===== config.mk =====
export PLATFORM = sky130hd
export DESIGN_NAME = display_channel_sequencer_flags
export DESIGN_NICKNAME = d
export VERILOG_FILES = /design/src/rtl/dcsf_pkg.sv /design/src/rtl/loop_counter.sv /design/src/rtl/instr_fields.sv /design/src/rtl/display_channel_sequencer_flags.sv
export VERILOG_INCLUDE_DIRS = /design/src /design/src/rtl
export SDC_FILE = /design/constraint.sdc
export NUM_CORES = 1
export LEC_CHECK = 0
export BUFFER_PORTS_ARGS = -buffer_cell sky130_fd_sc_hd__buf_2
export CORE_MARGIN = 4
export CORE_UTILIZATION = 38
export CTS_CLUSTER_DIAMETER = 120
export DETAILED_ROUTE_END_ITERATION = 10
export GPL_TIMING_DRIVEN = 0
export HOLD_SLACK_MARGIN = 0.06
export PLACE_DENSITY = 0.53
export SYNTH_ARGS = -nofsm -noshare
export SYNTH_HDL_FRONTEND = slang
export SYNTH_SLANG_ARGS = --single-unit

===== constraint.sdc =====
create_clock -name i_sys_clk -period 3.1 [get_ports i_sys_clk]
set_clock_uncertainty 0.05 [all_clocks]
set_input_delay 0.775 -clock i_sys_clk [delete_from_list [all_inputs] [get_ports i_sys_clk]]
set_output_delay 0.775 -clock i_sys_clk [all_outputs]
set_load 0.05 [all_outputs]

===== src/rtl/dcsf_cfg.svh =====
// Constants of the channel sequencer: status bit positions, reset values and field codes.
// Included by every module file of the sequencer; holds definitions only.
`ifndef DCSF_CFG_SVH
`define DCSF_CFG_SVH

`define SR_USER_FLAG_0 4'd0
`define SR_USER_FLAG_3 4'd3
`define SR_REPEAT_NEG 4'd8
`define SR_WORD_NEG 4'd9
`define SR_WINDOW_HIT 4'd10
`define SR_AREA_OVERLAP 4'd11
`define SR_HALT 4'd15
`define SR_RESET_VALUE 16'h8000

`define GRP_NOP 4'h0
`define GRP_LOOP 4'h1
`define GRP_COMBO 4'h2
`define GRP_COND 4'h3
`define GRP_LOAD 4'h4
`define GRP_JUMP 4'h5
`define GRP_EXEC_AT 4'h6
`define GRP_DRAW 4'h7

`define NOP_PLAIN 4'h0
`define NOP_HALT 4'h1

`define LOOP_NEG_REPEAT 2'h0
`define LOOP_NEG_WORD 2'h1
`define LOOP_POS_REPEAT 2'h2
`define LOOP_POS_WORD 2'h3

`define COND_NONE 2'h0
`define COND_RAISE 2'h1
`define COND_ZERO 2'h2
`define COND_INVERT 2'h3

`define REG_READ_PTR 3'h0
`define REG_REPEAT 3'h1
`define REG_WORD 3'h2
`define REG_STATUS 3'h3

`define COUNT_MINUS_ONE 16'hFFFF
`define COUNT_ONE 16'h0001
`define COUNT_ZERO 16'h0000

`endif


===== src/rtl/dcsf_pkg.sv =====
// Types shared by the channel sequencer files.
// Assumes nothing of its surroundings.
package dcsf_pkg;

	typedef struct packed {
		logic [3:0] group;
		logic [3:0] op;
		logic [3:0] cond;
		logic [2:0] reg_sel;
		logic invert;
		logic [15:0] data;
	} instr_t;

	typedef struct packed {
		logic seq;
		logic rep;
		logic exec;
	} suffix_t;

	typedef struct packed {
		logic clear_halt;
		logic clear_hit;
	} host_ctl_t;

	typedef enum logic [1:0] {
		MODE_SEQ = 2'b00,
		MODE_REPEAT = 2'b01,
		MODE_EXEC = 2'b11
	} mode_t;

	typedef enum logic [2:0] {
		ST_FETCH = 3'b000,
		ST_EXEC = 3'b001,
		ST_REPEAT = 3'b011,
		ST_SLOW = 3'b010,
		ST_HALT = 3'b100
	} state_t;

endpackage


===== src/rtl/loop_counter.sv =====
// Loadable up-counter used for the repeat and word counts.
// Assumes load and increment come from logic on the same clock.
`timescale 1ns/1ps
`include "dcsf_cfg.svh"
module loop_counter #(
	parameter int WIDTH = 16
) (
	input wire logic i_sys_clk,
	input wire logic i_reset,
	input wire logic i_load,
	input wire logic [WIDTH-1:0] i_load_value,
	input wire logic i_increment,
	output logic [WIDTH-1:0] o_count,
	output logic o_changed
);

	always_ff @(posedge i_sys_clk)
	begin
		if (i_reset)
			o_count <= '0;
		else if (i_load)
			o_count <= i_load_value;
		else if (i_increment)
			o_count <= o_count + WIDTH'(1);
	end

	always_ff @(posedge i_sys_clk)
	begin
		if (i_reset)
			o_changed <= 1'b0;
		else
			o_changed <= i_load | i_increment;
	end

endmodule // loop_counter


===== src/rtl/instr_fields.sv =====
// Splits an instruction word into fields and the mode suffixes it carries.
// Assumes a 32-bit instruction word from the host memory.
`timescale 1ns/1ps
`include "dcsf_cfg.svh"
module instr_fields
	import dcsf_pkg::*;
(
	input wire logic [31:0] i_word,
	output instr_t o_fields,
	output suffix_t o_suffix
);

	logic suffixable;

	assign o_fields = instr_t'(i_word);
	assign suffixable = (o_fields.group == `GRP_NOP) || (o_fields.group[3:2] == 2'b01);
	assign o_suffix.seq = suffixable & o_fields.op[2];
	assign o_suffix.rep = suffixable & o_fields.op[1];
	assign o_suffix.exec = (suffixable & o_fields.op[0]) | (o_fields.group == `GRP_EXEC_AT);

endmodule // instr_fields


===== src/rtl/display_channel_sequencer_flags.sv =====
// Instruction sequencer and condition status register of a display channel control unit.
// Assumes a host memory port answering a fetch with a one-cycle acknowledge, and
// clipping-unit event inputs that come from logic on the same clock.
//
// What this block does
// - Execute suffix: finish instruction, then execute mode.
// - Execute no-op only enters execute mode.
// - After executed instruction, resume after entering one.
// - Repeat plus execute suffix: repeat, then chain.
// - Negative loop jump increments repeat count, branches.
// - Negative loop jumps test count before incrementing; positive ones test it after.
// - Word-count loops and positive loop jumps.
// - Repeat suffix repeats the draw strobe of a draw instruction until count runs out.
// - Sequential suffix returns to normal fetching.
// - Conditions are single bits of status.
// - Condition ops raise, zero or invert.
// - Repeat-negative flag tracks count below minus one.
// - Zero on negative flag ignored; others increment.
// - Negative loop jump equals conditional jump plus raise.
// - Word-negative flag follows word count likewise.
// - Window hit sticky until zeroed.
// - Area overlap driven by clipping unit.
// - Halt flag stops instruction execution.
// - Status loadable; unit-owned bits get overwritten.
// - Host control word clears hit and halt.
// - Combined ops test condition before modifying.
// - Combined load or jump beats separate sequence.
`timescale 1ns/1ps
`include "dcsf_cfg.svh"
module display_channel_sequencer_flags
	import dcsf_pkg::*;
(
	input wire logic i_sys_clk,
	input wire logic i_reset,
	output logic o_mem_req,
	output logic [15:0] o_mem_addr,
	input wire logic i_mem_ack,
	input wire logic [31:0] i_mem_rdata,
	input wire logic i_host_ctl_strobe,
	input wire host_ctl_t i_host_ctl,
	input wire logic i_window_hit,
	input wire logic i_area_update,
	input wire logic i_area_overlap,
	input wire logic i_internal_halt,
	output logic [15:0] o_status,
	output mode_t o_mode,
	output logic o_draw_strobe
);

	state_t state;
	instr_t ir;
	instr_t fetched;
	suffix_t sfx;
	suffix_t fetched_sfx;
	logic [15:0] instruction_pointer;
	logic [15:0] read_pointer_register;
	logic [15:0] repeat_count;
	logic [15:0] word_count;
	logic [15:0] repeat_plus;
	logic [15:0] word_plus;
	logic [15:0] status;
	logic repeat_changed;
	logic word_changed;
	logic from_read_ptr;
	logic repeat_more;
	logic word_more;
	logic fetch_done;
	logic cond_now;
	logic take;
	logic do_jump;
	logic do_load;
	logic halt_set;
	logic slow;
	logic draw;
	logic repeat_inc;
	logic word_inc;
	logic [1:0] cond_op;

	instr_fields u_fields (
		.i_word(i_mem_rdata),
		.o_fields(fetched),
		.o_suffix(fetched_sfx)
	);

	loop_counter #(.WIDTH(16)) u_repeat (
		.i_sys_clk(i_sys_clk),
		.i_reset(i_reset),
		.i_load(do_load && ir.reg_sel == `REG_REPEAT),
		.i_load_value(ir.data),
		.i_increment(repeat_inc),
		.o_count(repeat_count),
		.o_changed(repeat_changed)
	);

	loop_counter #(.WIDTH(16)) u_word (
		.i_sys_clk(i_sys_clk),
		.i_reset(i_reset),
		.i_load(do_load && ir.reg_sel == `REG_WORD),
		.i_load_value(ir.data),
		.i_increment(word_inc),
		.o_count(word_count),
		.o_changed(word_changed)
	);

	assign repeat_more = $signed(repeat_count) < $signed(`COUNT_MINUS_ONE);
	assign word_more = $signed(word_count) < $signed(`COUNT_MINUS_ONE);
	assign repeat_plus = repeat_count + `COUNT_ONE;
	assign word_plus = word_count + `COUNT_ONE;
	assign fetch_done = (state == ST_FETCH) && o_mem_req && i_mem_ack;
	assign cond_now = status[ir.cond] ^ ir.invert;
	assign o_status = status;

	// Decodes the held instruction into actions for the current cycle.
	always_comb
	begin
		take = 1'b0;
		do_jump = 1'b0;
		do_load = 1'b0;
		halt_set = 1'b0;
		slow = 1'b0;
		draw = 1'b0;
		repeat_inc = 1'b0;
		word_inc = 1'b0;
		cond_op = `COND_NONE;
		if (state == ST_EXEC)
		begin
			unique case (ir.group)
				`GRP_NOP:
					halt_set = (ir.cond == `NOP_HALT);
				`GRP_LOOP:
				begin
					unique case (ir.op[1:0])
						`LOOP_NEG_REPEAT:
							take = repeat_more;
						`LOOP_NEG_WORD:
							take = word_more;
						`LOOP_POS_REPEAT:
							take = !repeat_plus[15] && repeat_plus != `COUNT_ZERO;
						`LOOP_POS_WORD:
							take = !word_plus[15] && word_plus != `COUNT_ZERO;
					endcase
					repeat_inc = !ir.op[0];
					word_inc = ir.op[0];
					do_jump = take;
				end
				`GRP_COMBO:
				begin
					take = ir.op[2] ? cond_now : 1'b1;
					do_jump = take && ir.op[3];
					do_load = take && !ir.op[3];
					cond_op = ir.op[1:0];
					slow = !ir.op[2] && ir.op[1:0] == `COND_NONE;
				end
				`GRP_COND:
					cond_op = ir.op[1:0];
				`GRP_LOAD:
					do_load = 1'b1;
				`GRP_JUMP:
					do_jump = 1'b1;
				`GRP_EXEC_AT:
					do_load = 1'b0;
				`GRP_DRAW:
				begin
					do_load = 1'b1;
					draw = 1'b1;
				end
				default:
					take = 1'b0;
			endcase
			if (cond_op != `COND_NONE && cond_op != `COND_ZERO)
			begin
				if (ir.cond == `SR_REPEAT_NEG)
					repeat_inc = 1'b1;
				if (ir.cond == `SR_WORD_NEG)
					word_inc = 1'b1;
			end
			if (cond_op == `COND_RAISE && ir.cond == `SR_HALT)
				halt_set = 1'b1;
		end
		else if (state == ST_REPEAT)
		begin
			repeat_inc = 1'b1;
			draw = repeat_more && ir.group == `GRP_DRAW;
		end
	end

	// Sequencer state and instruction register.
	always_ff @(posedge i_sys_clk)
	begin
		if (i_reset)
		begin
			state <= ST_HALT;
			ir <= '0;
			sfx <= '0;
		end
		else
		begin
			unique case (state)
				ST_HALT:
					if (!status[`SR_HALT])
						state <= ST_FETCH;
				ST_FETCH:
					if (status[`SR_HALT])
						state <= ST_HALT;
					else if (fetch_done)
					begin
						state <= ST_EXEC;
						ir <= fetched;
						sfx <= fetched_sfx;
					end
				ST_EXEC:
					if (halt_set)
						state <= ST_HALT;
					else if (slow)
						state <= ST_SLOW;
					else if (sfx.rep)
						state <= ST_REPEAT;
					else
						state <= ST_FETCH;
				ST_SLOW:
					state <= sfx.rep ? ST_REPEAT : ST_FETCH;
				ST_REPEAT:
					if (!repeat_more)
						state <= ST_FETCH;
			endcase
		end
	end

	// Memory fetch request, addressed by the pointer of the current mode.
	always_ff @(posedge i_sys_clk)
	begin
		if (i_reset)
		begin
			o_mem_req <= 1'b0;
			o_mem_addr <= '0;
		end
		else
		begin
			o_mem_req <= state == ST_FETCH && !fetch_done && !status[`SR_HALT];
			o_mem_addr <= from_read_ptr ? read_pointer_register : instruction_pointer;
		end
	end

	// Instruction pointer and read pointer.
	always_ff @(posedge i_sys_clk)
	begin
		if (i_reset)
		begin
			instruction_pointer <= '0;
			read_pointer_register <= '0;
		end
		else
		begin
			if (fetch_done && from_read_ptr)
				read_pointer_register <= read_pointer_register + `COUNT_ONE;
			else if (fetch_done)
				instruction_pointer <= instruction_pointer + `COUNT_ONE;
			if (do_jump)
				instruction_pointer <= ir.data;
			if ((do_load && ir.reg_sel == `REG_READ_PTR) || (state == ST_EXEC && ir.group == `GRP_EXEC_AT))
				read_pointer_register <= ir.data;
		end
	end

	// Fetch mode after each instruction finishes.
	always_ff @(posedge i_sys_clk)
	begin
		if (i_reset)
		begin
			o_mode <= MODE_SEQ;
			from_read_ptr <= 1'b0;
		end
		else if (state == ST_EXEC && !halt_set)
		begin
			if (sfx.rep)
				o_mode <= MODE_REPEAT;
			else if (sfx.exec && !sfx.seq)
			begin
				o_mode <= MODE_EXEC;
				from_read_ptr <= 1'b1;
			end
			else
			begin
				o_mode <= MODE_SEQ;
				from_read_ptr <= 1'b0;
			end
		end
		else if (state == ST_REPEAT && !repeat_more)
		begin
			o_mode <= (sfx.exec && !sfx.seq) ? MODE_EXEC : MODE_SEQ;
			from_read_ptr <= sfx.exec && !sfx.seq;
		end
	end

	always_ff @(posedge i_sys_clk)
	begin
		if (i_reset)
			o_draw_strobe <= 1'b0;
		else
			o_draw_strobe <= draw;
	end

	// Status register; later assignments win, so hardware sets beat clears.
	always_ff @(posedge i_sys_clk)
	begin
		if (i_reset)
			status <= `SR_RESET_VALUE;
		else
		begin
			if (do_load && ir.reg_sel == `REG_STATUS)
				status <= ir.data;
			if (ir.cond != `SR_REPEAT_NEG && ir.cond != `SR_WORD_NEG)
			begin
				unique case (cond_op)
					`COND_RAISE:
						status[ir.cond] <= 1'b1;
					`COND_ZERO:
						status[ir.cond] <= 1'b0;
					`COND_INVERT:
						status[ir.cond] <= ~status[ir.cond];
					`COND_NONE:
						;
				endcase
			end
			if (repeat_changed)
				status[`SR_REPEAT_NEG] <= repeat_more;
			if (word_changed)
				status[`SR_WORD_NEG] <= word_more;
			if (i_area_update)
				status[`SR_AREA_OVERLAP] <= i_area_overlap;
			if (i_host_ctl_strobe && i_host_ctl.clear_hit)
				status[`SR_WINDOW_HIT] <= 1'b0;
			if (i_host_ctl_strobe && i_host_ctl.clear_halt)
				status[`SR_HALT] <= 1'b0;
			if (i_window_hit)
				status[`SR_WINDOW_HIT] <= 1'b1;
			if (halt_set || i_internal_halt)
				status[`SR_HALT] <= 1'b1;
		end
	end

	a_exec_entry: assert property (@(posedge i_sys_clk) disable iff (i_reset)
		(state == ST_EXEC && sfx.exec && !sfx.rep && !sfx.seq && !halt_set) |=> from_read_ptr && o_mode == MODE_EXEC)
		else $error("execute suffix did not enter execute mode");
	a_exec_noop: assert property (@(posedge i_sys_clk) disable iff (i_reset)
		(state == ST_EXEC && ir.group == `GRP_NOP && ir.cond == `NOP_PLAIN && ir.op == 4'h1)
		|=> $stable(instruction_pointer) && $stable(status[3:0]) && from_read_ptr)
		else $error("execute no-op did more than switch mode");
	a_exec_return: assert property (@(posedge i_sys_clk) disable iff (i_reset)
		(fetch_done && from_read_ptr) |=> $stable(instruction_pointer))
		else $error("execute fetch moved the instruction pointer");
	a_chain_step: assert property (@(posedge i_sys_clk) disable iff (i_reset)
		(state == ST_REPEAT && !repeat_more && sfx.exec && !sfx.seq) |=> state == ST_FETCH && from_read_ptr)
		else $error("repeat with execute suffix did not chain");
	a_loop_jump: assert property (@(posedge i_sys_clk) disable iff (i_reset)
		(state == ST_EXEC && ir.group == `GRP_LOOP && ir.op[1:0] == `LOOP_NEG_REPEAT && repeat_more)
		|=> instruction_pointer == $past(ir.data) && repeat_count == $past(repeat_count) + `COUNT_ONE)
		else $error("negative loop jump not taken with increment");
	a_loop_fall: assert property (@(posedge i_sys_clk) disable iff (i_reset)
		(state == ST_EXEC && ir.group == `GRP_LOOP && ir.op[1:0] == `LOOP_NEG_REPEAT
		&& repeat_count == `COUNT_MINUS_ONE) |=> repeat_count == `COUNT_ZERO && $stable(instruction_pointer))
		else $error("loop jump taken at minus one");
	a_repeat_hold: assert property (@(posedge i_sys_clk) disable iff (i_reset)
		(state == ST_REPEAT && repeat_more) |=> state == ST_REPEAT && o_mode == MODE_REPEAT)
		else $error("repeat ended early");
	a_seq_return: assert property (@(posedge i_sys_clk) disable iff (i_reset)
		(state == ST_EXEC && sfx.seq && !sfx.rep && !halt_set) |=> !from_read_ptr && o_mode == MODE_SEQ)
		else $error("sequential suffix did not return to normal");
	a_neg_track: assert property (@(posedge i_sys_clk) disable iff (i_reset)
		repeat_changed |=> status[`SR_REPEAT_NEG] == $past(repeat_more))
		else $error("repeat-negative flag stale");
	a_zero_neg: assert property (@(posedge i_sys_clk) disable iff (i_reset)
		(state == ST_EXEC && ir.group == `GRP_COND && ir.cond == `SR_REPEAT_NEG && ir.op[1:0] == `COND_ZERO)
		|=> $stable(repeat_count))
		else $error("zeroing repeat-negative changed the count");
	a_hit_sticky: assert property (@(posedge i_sys_clk) disable iff (i_reset)
		i_window_hit |=> status[`SR_WINDOW_HIT])
		else $error("window hit lost");
	a_halt_stop: assert property (@(posedge i_sys_clk) disable iff (i_reset)
		(state == ST_EXEC && halt_set) |=> state == ST_HALT ##1 !o_mem_req)
		else $error("halt did not stop fetching");

	c_repeat_run: cover property (@(posedge i_sys_clk) disable iff (i_reset)
		state == ST_REPEAT && repeat_more ##1 state == ST_REPEAT);
	c_exec_chain: cover property (@(posedge i_sys_clk) disable iff (i_reset)
		state == ST_REPEAT && !repeat_more && sfx.exec);
	c_loop_taken: cover property (@(posedge i_sys_clk) disable iff (i_reset)
		state == ST_EXEC && ir.group == `GRP_LOOP && take);
	c_halt: cover property (@(posedge i_sys_clk) disable iff (i_reset)
		state == ST_EXEC && halt_set);

endmodule // display_channel_sequencer_flags


# Word level (Yosys, flattened, before mapping)
# Index checks and enable logic that the tools add are counted.
[classes]
add_sub_neg = 4
order_cmp = 4
eq_ne = 35
n_mux = 67
n_bitwise = 12
reduce_logical = 58
[op_table]
columns = ["operator", "count"]
rows = [
  ["two-way mux 16 bit", 13],
  ["adder 16 x 1 -> 16 bit, second input constant", 4],
  ["one-hot mux 16 bit (3 select lines)", 1],
  ["less-than comparator 16 x 1 -> 1 bit, second input constant", 2],
  ["two-way mux 1 bit", 32],
  ["nonzero test 16 bit", 2],
  ["logical AND 1 bit", 25],
  ["== test 4 x 3 -> 1 bit, second input constant", 5],
  ["two-way mux 2 bit", 9],
  ["bitwise AND 16 bit", 1],
  ["bitwise mux 16 bit", 1],
  ["NOT 16 bit", 1],
  ["bitwise OR 16 bit", 1],
  ["two-way mux 3 bit", 5],
  ["one-hot mux 3 bit (5 select lines)", 1],
  ["== test 3 x 2 -> 1 bit, second input constant", 4],
  ["== test 4 bit, second input constant", 3],
  ["nonzero test 2 bit", 6],
  ["logical NOT 1 bit", 10],
  ["inequality test 2 bit, second input constant", 5],
  ["== test 2 x 1 -> 1 bit, second input constant", 4],
  ["== test 2 bit, second input constant", 4],
  ["== test 4 x 1 -> 1 bit, second input constant", 2],
  ["== test 4 x 2 -> 1 bit, second input constant", 2],
  ["22 further kinds", 37],
]
[totals]
reg_bits = 141
wordCells = 203

# Logic depth before layout (Yosys ltp)
[depth]
word_depth = 15
depth_mapped = 11
ltp_nobuf = 8

# Modules after synthesis
# A second synthesis with hierarchy kept.
[unflattened]
cells_unflattened = 938
hier_area_um2 = 7743.7
[by_module_without_submodules]
columns = ["mod", "n_inst", "cells_each", "area_per_inst_um2"]
rows = [
  ["display_channel_sequencer_flags", 1, 674, 5501.5],
  ["loop_counter", 2, 113, 975.9],
  ["instr_fields", 1, 38, 290.3],
]

# Worst setup path before layout
# Ideal clock, no wire load.
[synth_path]
path_type = "register to register"
startpoint = "register u_repeat.o_count[0]"
endpoint = "register instruction_pointer[10]"
arrival_ns = 2.667
setup_slack_ns = 0.262
path_stages_with_launch = 11
n_path_buf = 3
cell_sequence = "dfxtp_1 ha_1 clkbuf_1 and3_1 a21boi_1 mux2_1 a32oi_1 or4b_1 buf_4 buf_6 mux2_4"
[synth_between]
elab_chain_len = 8
[synth_rtl]
columns = ["item", "line_no", "source"]
rows = [
  ["from (decl)", "loop_counter.sv:13", "output logic [WIDTH-1:0] o_count,"],
  ["from (signal assigned)", "loop_counter.sv:22", "o_count <= i_load_value;"],
  ["from (signal assigned)", "loop_counter.sv:24", "o_count <= o_count + WIDTH'(1);"],
  ["adder 16 x 1 -> 16 bit (no source line)", "n/a", ""],
  ["nonzero test 16 bit (no source line) / logical NOT 1 bit (equally long branches)", "n/a", ""],
  ["logical AND 1 bit (no source line)", "n/a", ""],
  ["one-hot mux 1 bit (4 select lines) *", "display_channel_sequencer_flags.sv:132", "unique case (ir.op[1:0])"],
  ["one-hot mux 1 bit (3 select lines) *", "display_channel_sequencer_flags.sv:127", "unique case (ir.group)"],
  ["two-way mux 1 bit *", "display_channel_sequencer_flags.sv:125", "if (state == ST_EXEC)"],
  ["inequality test 2 bit (no source line) / nonzero test 2 bit (equally long branches)", "n/a", ""],
  ["AND reduction 2 bit (no source line)", "n/a", ""],
  ["to (signal assigned)", "display_channel_sequencer_flags.sv:257", "instruction_pointer <= instruction_pointer + `COUNT_ONE;"],
  ["to (signal assigned)", "display_channel_sequencer_flags.sv:259", "instruction_pointer <= ir.data;"],
  ["to (decl)", "display_channel_sequencer_flags.sv:55", "logic [15:0] instruction_pointer;"],
]
# Every way passes the cells marked *; elsewhere a longest branch is shown, timed or not.
# A chain may end at the register's enable or synchronous reset.

# Worst setup path after layout
[layout_path]
startpoint = "register state[2]"
endpoint = "register status[15], in the netlist o_status[15]"
[layout_between]
elab_chain_len = 9
[layout_rtl]
columns = ["item", "line_no", "source"]
rows = [
  ["from (decl)", "display_channel_sequencer_flags.sv:50", "state_t state;"],
  ["from (signal assigned)", "display_channel_sequencer_flags.sv:221", "state <= sfx.rep ? ST_REPEAT : ST_FETCH;"],
  ["== test 3 x 1 -> 1 bit *", "display_channel_sequencer_flags.sv:125", ""],
  ["two-way mux 1 bit", "display_channel_sequencer_flags.sv:125", ""],
  ["logical AND 1 bit (no source line)", "n/a", ""],
  ["two-way mux 16 bit", "display_channel_sequencer_flags.sv:310", "if (do_load && ir.reg_sel == `REG_STATUS)"],
  ["two-way mux 16 bit", "display_channel_sequencer_flags.sv:306", "if (i_reset)"],
  ["bitwise mux 16 bit (tied with other cells)", "display_channel_sequencer_flags.sv:320", "status[ir.cond] <= ~status[ir.cond];"],
  ["one-hot mux 16 bit (3 select lines)", "display_channel_sequencer_flags.sv:314", "unique case (cond_op)"],
  ["two-way mux 16 bit", "display_channel_sequencer_flags.sv:312", "if (ir.cond != `SR_REPEAT_NEG && ir.cond != `SR_WORD_NEG)"],
  ["two-way mux 1 bit", "display_channel_sequencer_flags.sv:333", "if (i_host_ctl_strobe && i_host_ctl.clear_halt)"],
  ["to (signal assigned)", "display_channel_sequencer_flags.sv:311", "status <= ir.data;"],
  ["to (signal, indexed assignment)", "display_channel_sequencer_flags.sv:320", ""],
  ["to (signal, indexed assignment)", "display_channel_sequencer_flags.sv:326", "status[`SR_REPEAT_NEG] <= repeat_more;"],
  ["to (decl)", "display_channel_sequencer_flags.sv:61", "logic [15:0] status;"],
]
# Every way passes the cells marked *; elsewhere a longest branch is shown, timed or not. The select of a mux whose other input is x is not followed.

==> flow_summary.yaml <==
power:
  ir_drop_mv: 0.306
  finalPower_w: 0.00422
  cellPowerDensity_nw_per_um2: 451
  power_leakage_nw: 3.44
clocking:
  cts-root-buf: "clkbuf_16"
  cts_htree_levels: 4
  holdBufCountCts: 0
  clk_latency_ns: 0.42
  cts_buffers: 17
  clock_sinks: 141
  clk_pin_slew_ns: 0.07
  cts_max_path_buffers: 2
  cts_tree: "built"
final_layout:
  drive_gt1_share_pct: 16.5
  fin_nets: 1099
  num-fill-cells: 2112
  final_util_pct: 46.1
  diodes: 0
  area_growth_pct: 19.3
  stdcell_area_sq_um: 9350
critical_path:
  setup.worst_path.start_class: "register"
  cp_top_family: "buffers and inverters"
  crit_type: "reg -> reg"
  arrival_ns: 3.34
  cpMostUsedCell: "clkbuf_1"
  cp_slowest_stage_delay_ns: 0.45
  cp.depth: 9
  crit_slowest_cell: "nor3b_4"
  critPathRequiredTime_ns: 3.35
  r2r_cells: 9
  cp_max_fo: 10
  rrSetupSlack_ns: 0.02
  worst-path-buf-inv: 3
  path_cells: "clkbuf_1 > nor3b_4 > and4_1 > clkbuf_1 > o31a_1 > and2_0 > clkbuf_1 > a222oi_1 > a2111o_1"
  cp-end-kind: "register"
yosys:
  yosys_register_bits: 141
  synth_ff_type: "dfxtp_1"
  yosys_warnings: 0
  synth_compound_area_share_pct: 12.5
  syn_inst: 953
  synth_most_common_cell: "dfxtp_1"
  netlist.area_leader.share_pct: 36.0
  synth_commonest_cells: "141 x dfxtp_1, 133 x nand2_1, 112 x nor2_1"
  yosysSeqAreaShare_pct: 36.0
  yosys.area_share.adder_pct: 0.798
  synth_top_area_cell: "dfxtp_1"
  yosysUniqueCellTypes: 75
  synth-edff-count: 0
  synth_xor_xnor_area_share_pct: 6.81
  synth-async-reset-ratio_pct: 0
  synthSimpleGateAreaFrac_pct: 27.0
  syn_area_sq_um: 7840
  syn_nets: 1000
  synthMuxAreaShare_pct: 12.6
  syn_avg_cell_area_sq_um: 8.23
  synthTopCellsByArea: "dfxtp_1 36%, mux2i_1 8.4%, nand2_1 6.4%, nor2_1 5.4%, xor2_1 3.7%"
  synth_top_family_by_area: "simple AND/OR/NAND/NOR gates"
drt:
  drt_iter0_markers: 475
  dr.pass1.iters: 5
  wire_per_inst_um: 19.0
  vias: 7254
  drt-total-wl_um: 25300
  avgViaCountPerCell: 5.44
  drc_errors: 0
  ant_nets: 0
global_route:
  grt_pass1_wl_um: 39000
  grt_pass1_vias: 6720
  grt_overflow_total: 0
  antenna_found_initial: 0
  grt_max_degree: 17
  grt.total_usage_pct: 22.3
sta:
  hold_violations: 0
  fmax_mhz: 324
  setup_viol: 0
  worst_slew_pin_slew_ns: 0.857
  fin_ws_ns: 0.0154
  fin_crit_sh_pct: 99.5
  grt_setup_unrepaired: "yes"
  setup_tns_ns: 0
  slew_headroom_pct: 42.2
  maxSlewViolCount: 0
  finalCriticalPeriod_ns: 3.08
worst_hold_path:
  hold_path_class: "reg -> reg"
  min_path_cells: 1
floorplan:
  die_w_um: 152
  dieArea_sq_um: 23000
  pin_count: 78
  rows: 52
  die_h_um: 152
  initial_core_util_pct: 38.6
  core_sq_um: 20300
placed_design:
  io_buffers: 77
  post-place-ws_ns: -0.249
  place.gp.congestion: 0.926
  place_area_sq_um: 8570
  hpwlAfterDp_um: 18300
run:
  maxCapViolations: 0
run_status:
  status: "finished, final reports clean"
cells in the final DEF (no fill, tap or decap), drive strengths merged, types with 4 or more instances in the layout:
master	netlist	routed
nor4b	6	6
and3	7	7
a221oi	12	12
inv	13	15
nor4	11	11
mux2i	66	66
and4	8	8
a31oi	7	7
ha	5	5
mux2	18	18
nor2	113	113
nand2	133	133
dfxtp	141	141
a211oi	21	21
xor2	33	33
o31ai	5	5
buf	16	98
xnor2	28	28
bufinv	0	5
o21ai	15	15
and2	8	8
a32oi	4	4
nor3b	4	4
a211o	4	4
nand3	39	39
a21oi	57	57
nor2b	28	28
nand2b	10	10
or4b	4	4
clkbuf	50	66
or3	9	9
nand4	18	18
mux4	4	4
clkinv	1	5
nor3	24	24
power breakdown:
part	total, W	internal [W]	leakage (nW)	switching, W
sequential	0.00182	0.00181	1.14	0.00000306
combinational	0.000105	0.0000323	1.99	0.0000723
clock	0.00230	0.00145	0.313	0.000847
worst register-to-register path: stages (launching register included):
cell	delay, ns
dfxtp_1	0.31
clkbuf_1	0.27
nor3b_4	0.45
and4_1	0.27
clkbuf_1	0.31
o31a_1	0.28
and2_0	0.14
clkbuf_1	0.31
a222oi_1	0.19
a2111o_1	0.40
worst paths after layout:
path | from | end
worst min-delay path | u_repeat.o_changed$_SDFF_PP0_ | o_status[8]$_SDFF_PP0_
worst max-delay path | state[2]$_SDFFE_PP1P_ | o_status[15]$_SDFF_PP1_
worst min register to register | u_repeat.o_changed$_SDFF_PP0_ | o_status[8]$_SDFF_PP0_
worst max register to register | state[2]$_SDFFE_PP1P_ | o_status[15]$_SDFF_PP1_
cell families after synthesis:
logic type      after synthesis
compound gates              148
xor+xnor                     61
fa+ha+maj                     5
buf+inv                      80
flops                       141
mux                          88
simple gates                430
repair_timing:
action / in CTS / in global routing
resized for setup: 9 / 23
endpoints found under the setup margin: 36 / 63
setup buffers: 0 / 6
pin swaps: 0 / 5
per-layer routing:
layer | wire length, um | part of all wire, % | GRT usage (%) | vias up
li1 | - | - | - | 3561
met2 | 11800 | 47 | 36.0 | 173
met4 | 618 | 2.4 | 6.29 | 0
met1 | 11900 | 47 | 30.6 | 3487
met3 | 1050 | 4.2 | 4.05 | 33
met5 | 0 | 0 | 0 | -
layout make-up:
cell class / count / area (sq um) / area share (%)
Tap cell: 270 / 338 / 3.61
Inverter: 14 / 52.6 / 0.562
Multi-Input combinational cell: 732 / 4760 / 50.9
Buffer: 63 / 288 / 3.08
Timing Repair Buffer: 83 / 430 / 4.60
Sequential cell: 141 / 2830 / 30.3
Clock buffer: 18 / 439 / 4.70
Clock inverter: 13 / 214 / 2.29
registers in the layout, summed over array words and instances (netlist names):
signal                 cells
from_read_ptr              1
u_word.o_count            16
u_repeat.o_count          16
u_repeat.o_changed         1
u_word.o_changed           1
o_status                  16
read_pointer_register     16
o_mem_req                  1
o_draw_strobe              1
instruction_pointer       16
ir                        32
o_mem_addr                16
state                      3
sfx                        3
o_mode                     2
per-stage QoR:
step | std cells | hold WS [ns]
3_5_place_dp | 1300 | 0.391
3_3_place_gp | 1300 | 0.370
6_report | 1334 | 0.406
2_1_floorplan | 953 | 0.364
4_1_cts | 1329 | 0.408
5_1_grt | 1334 | 0.431
Power figures use the tool's default switching activity.
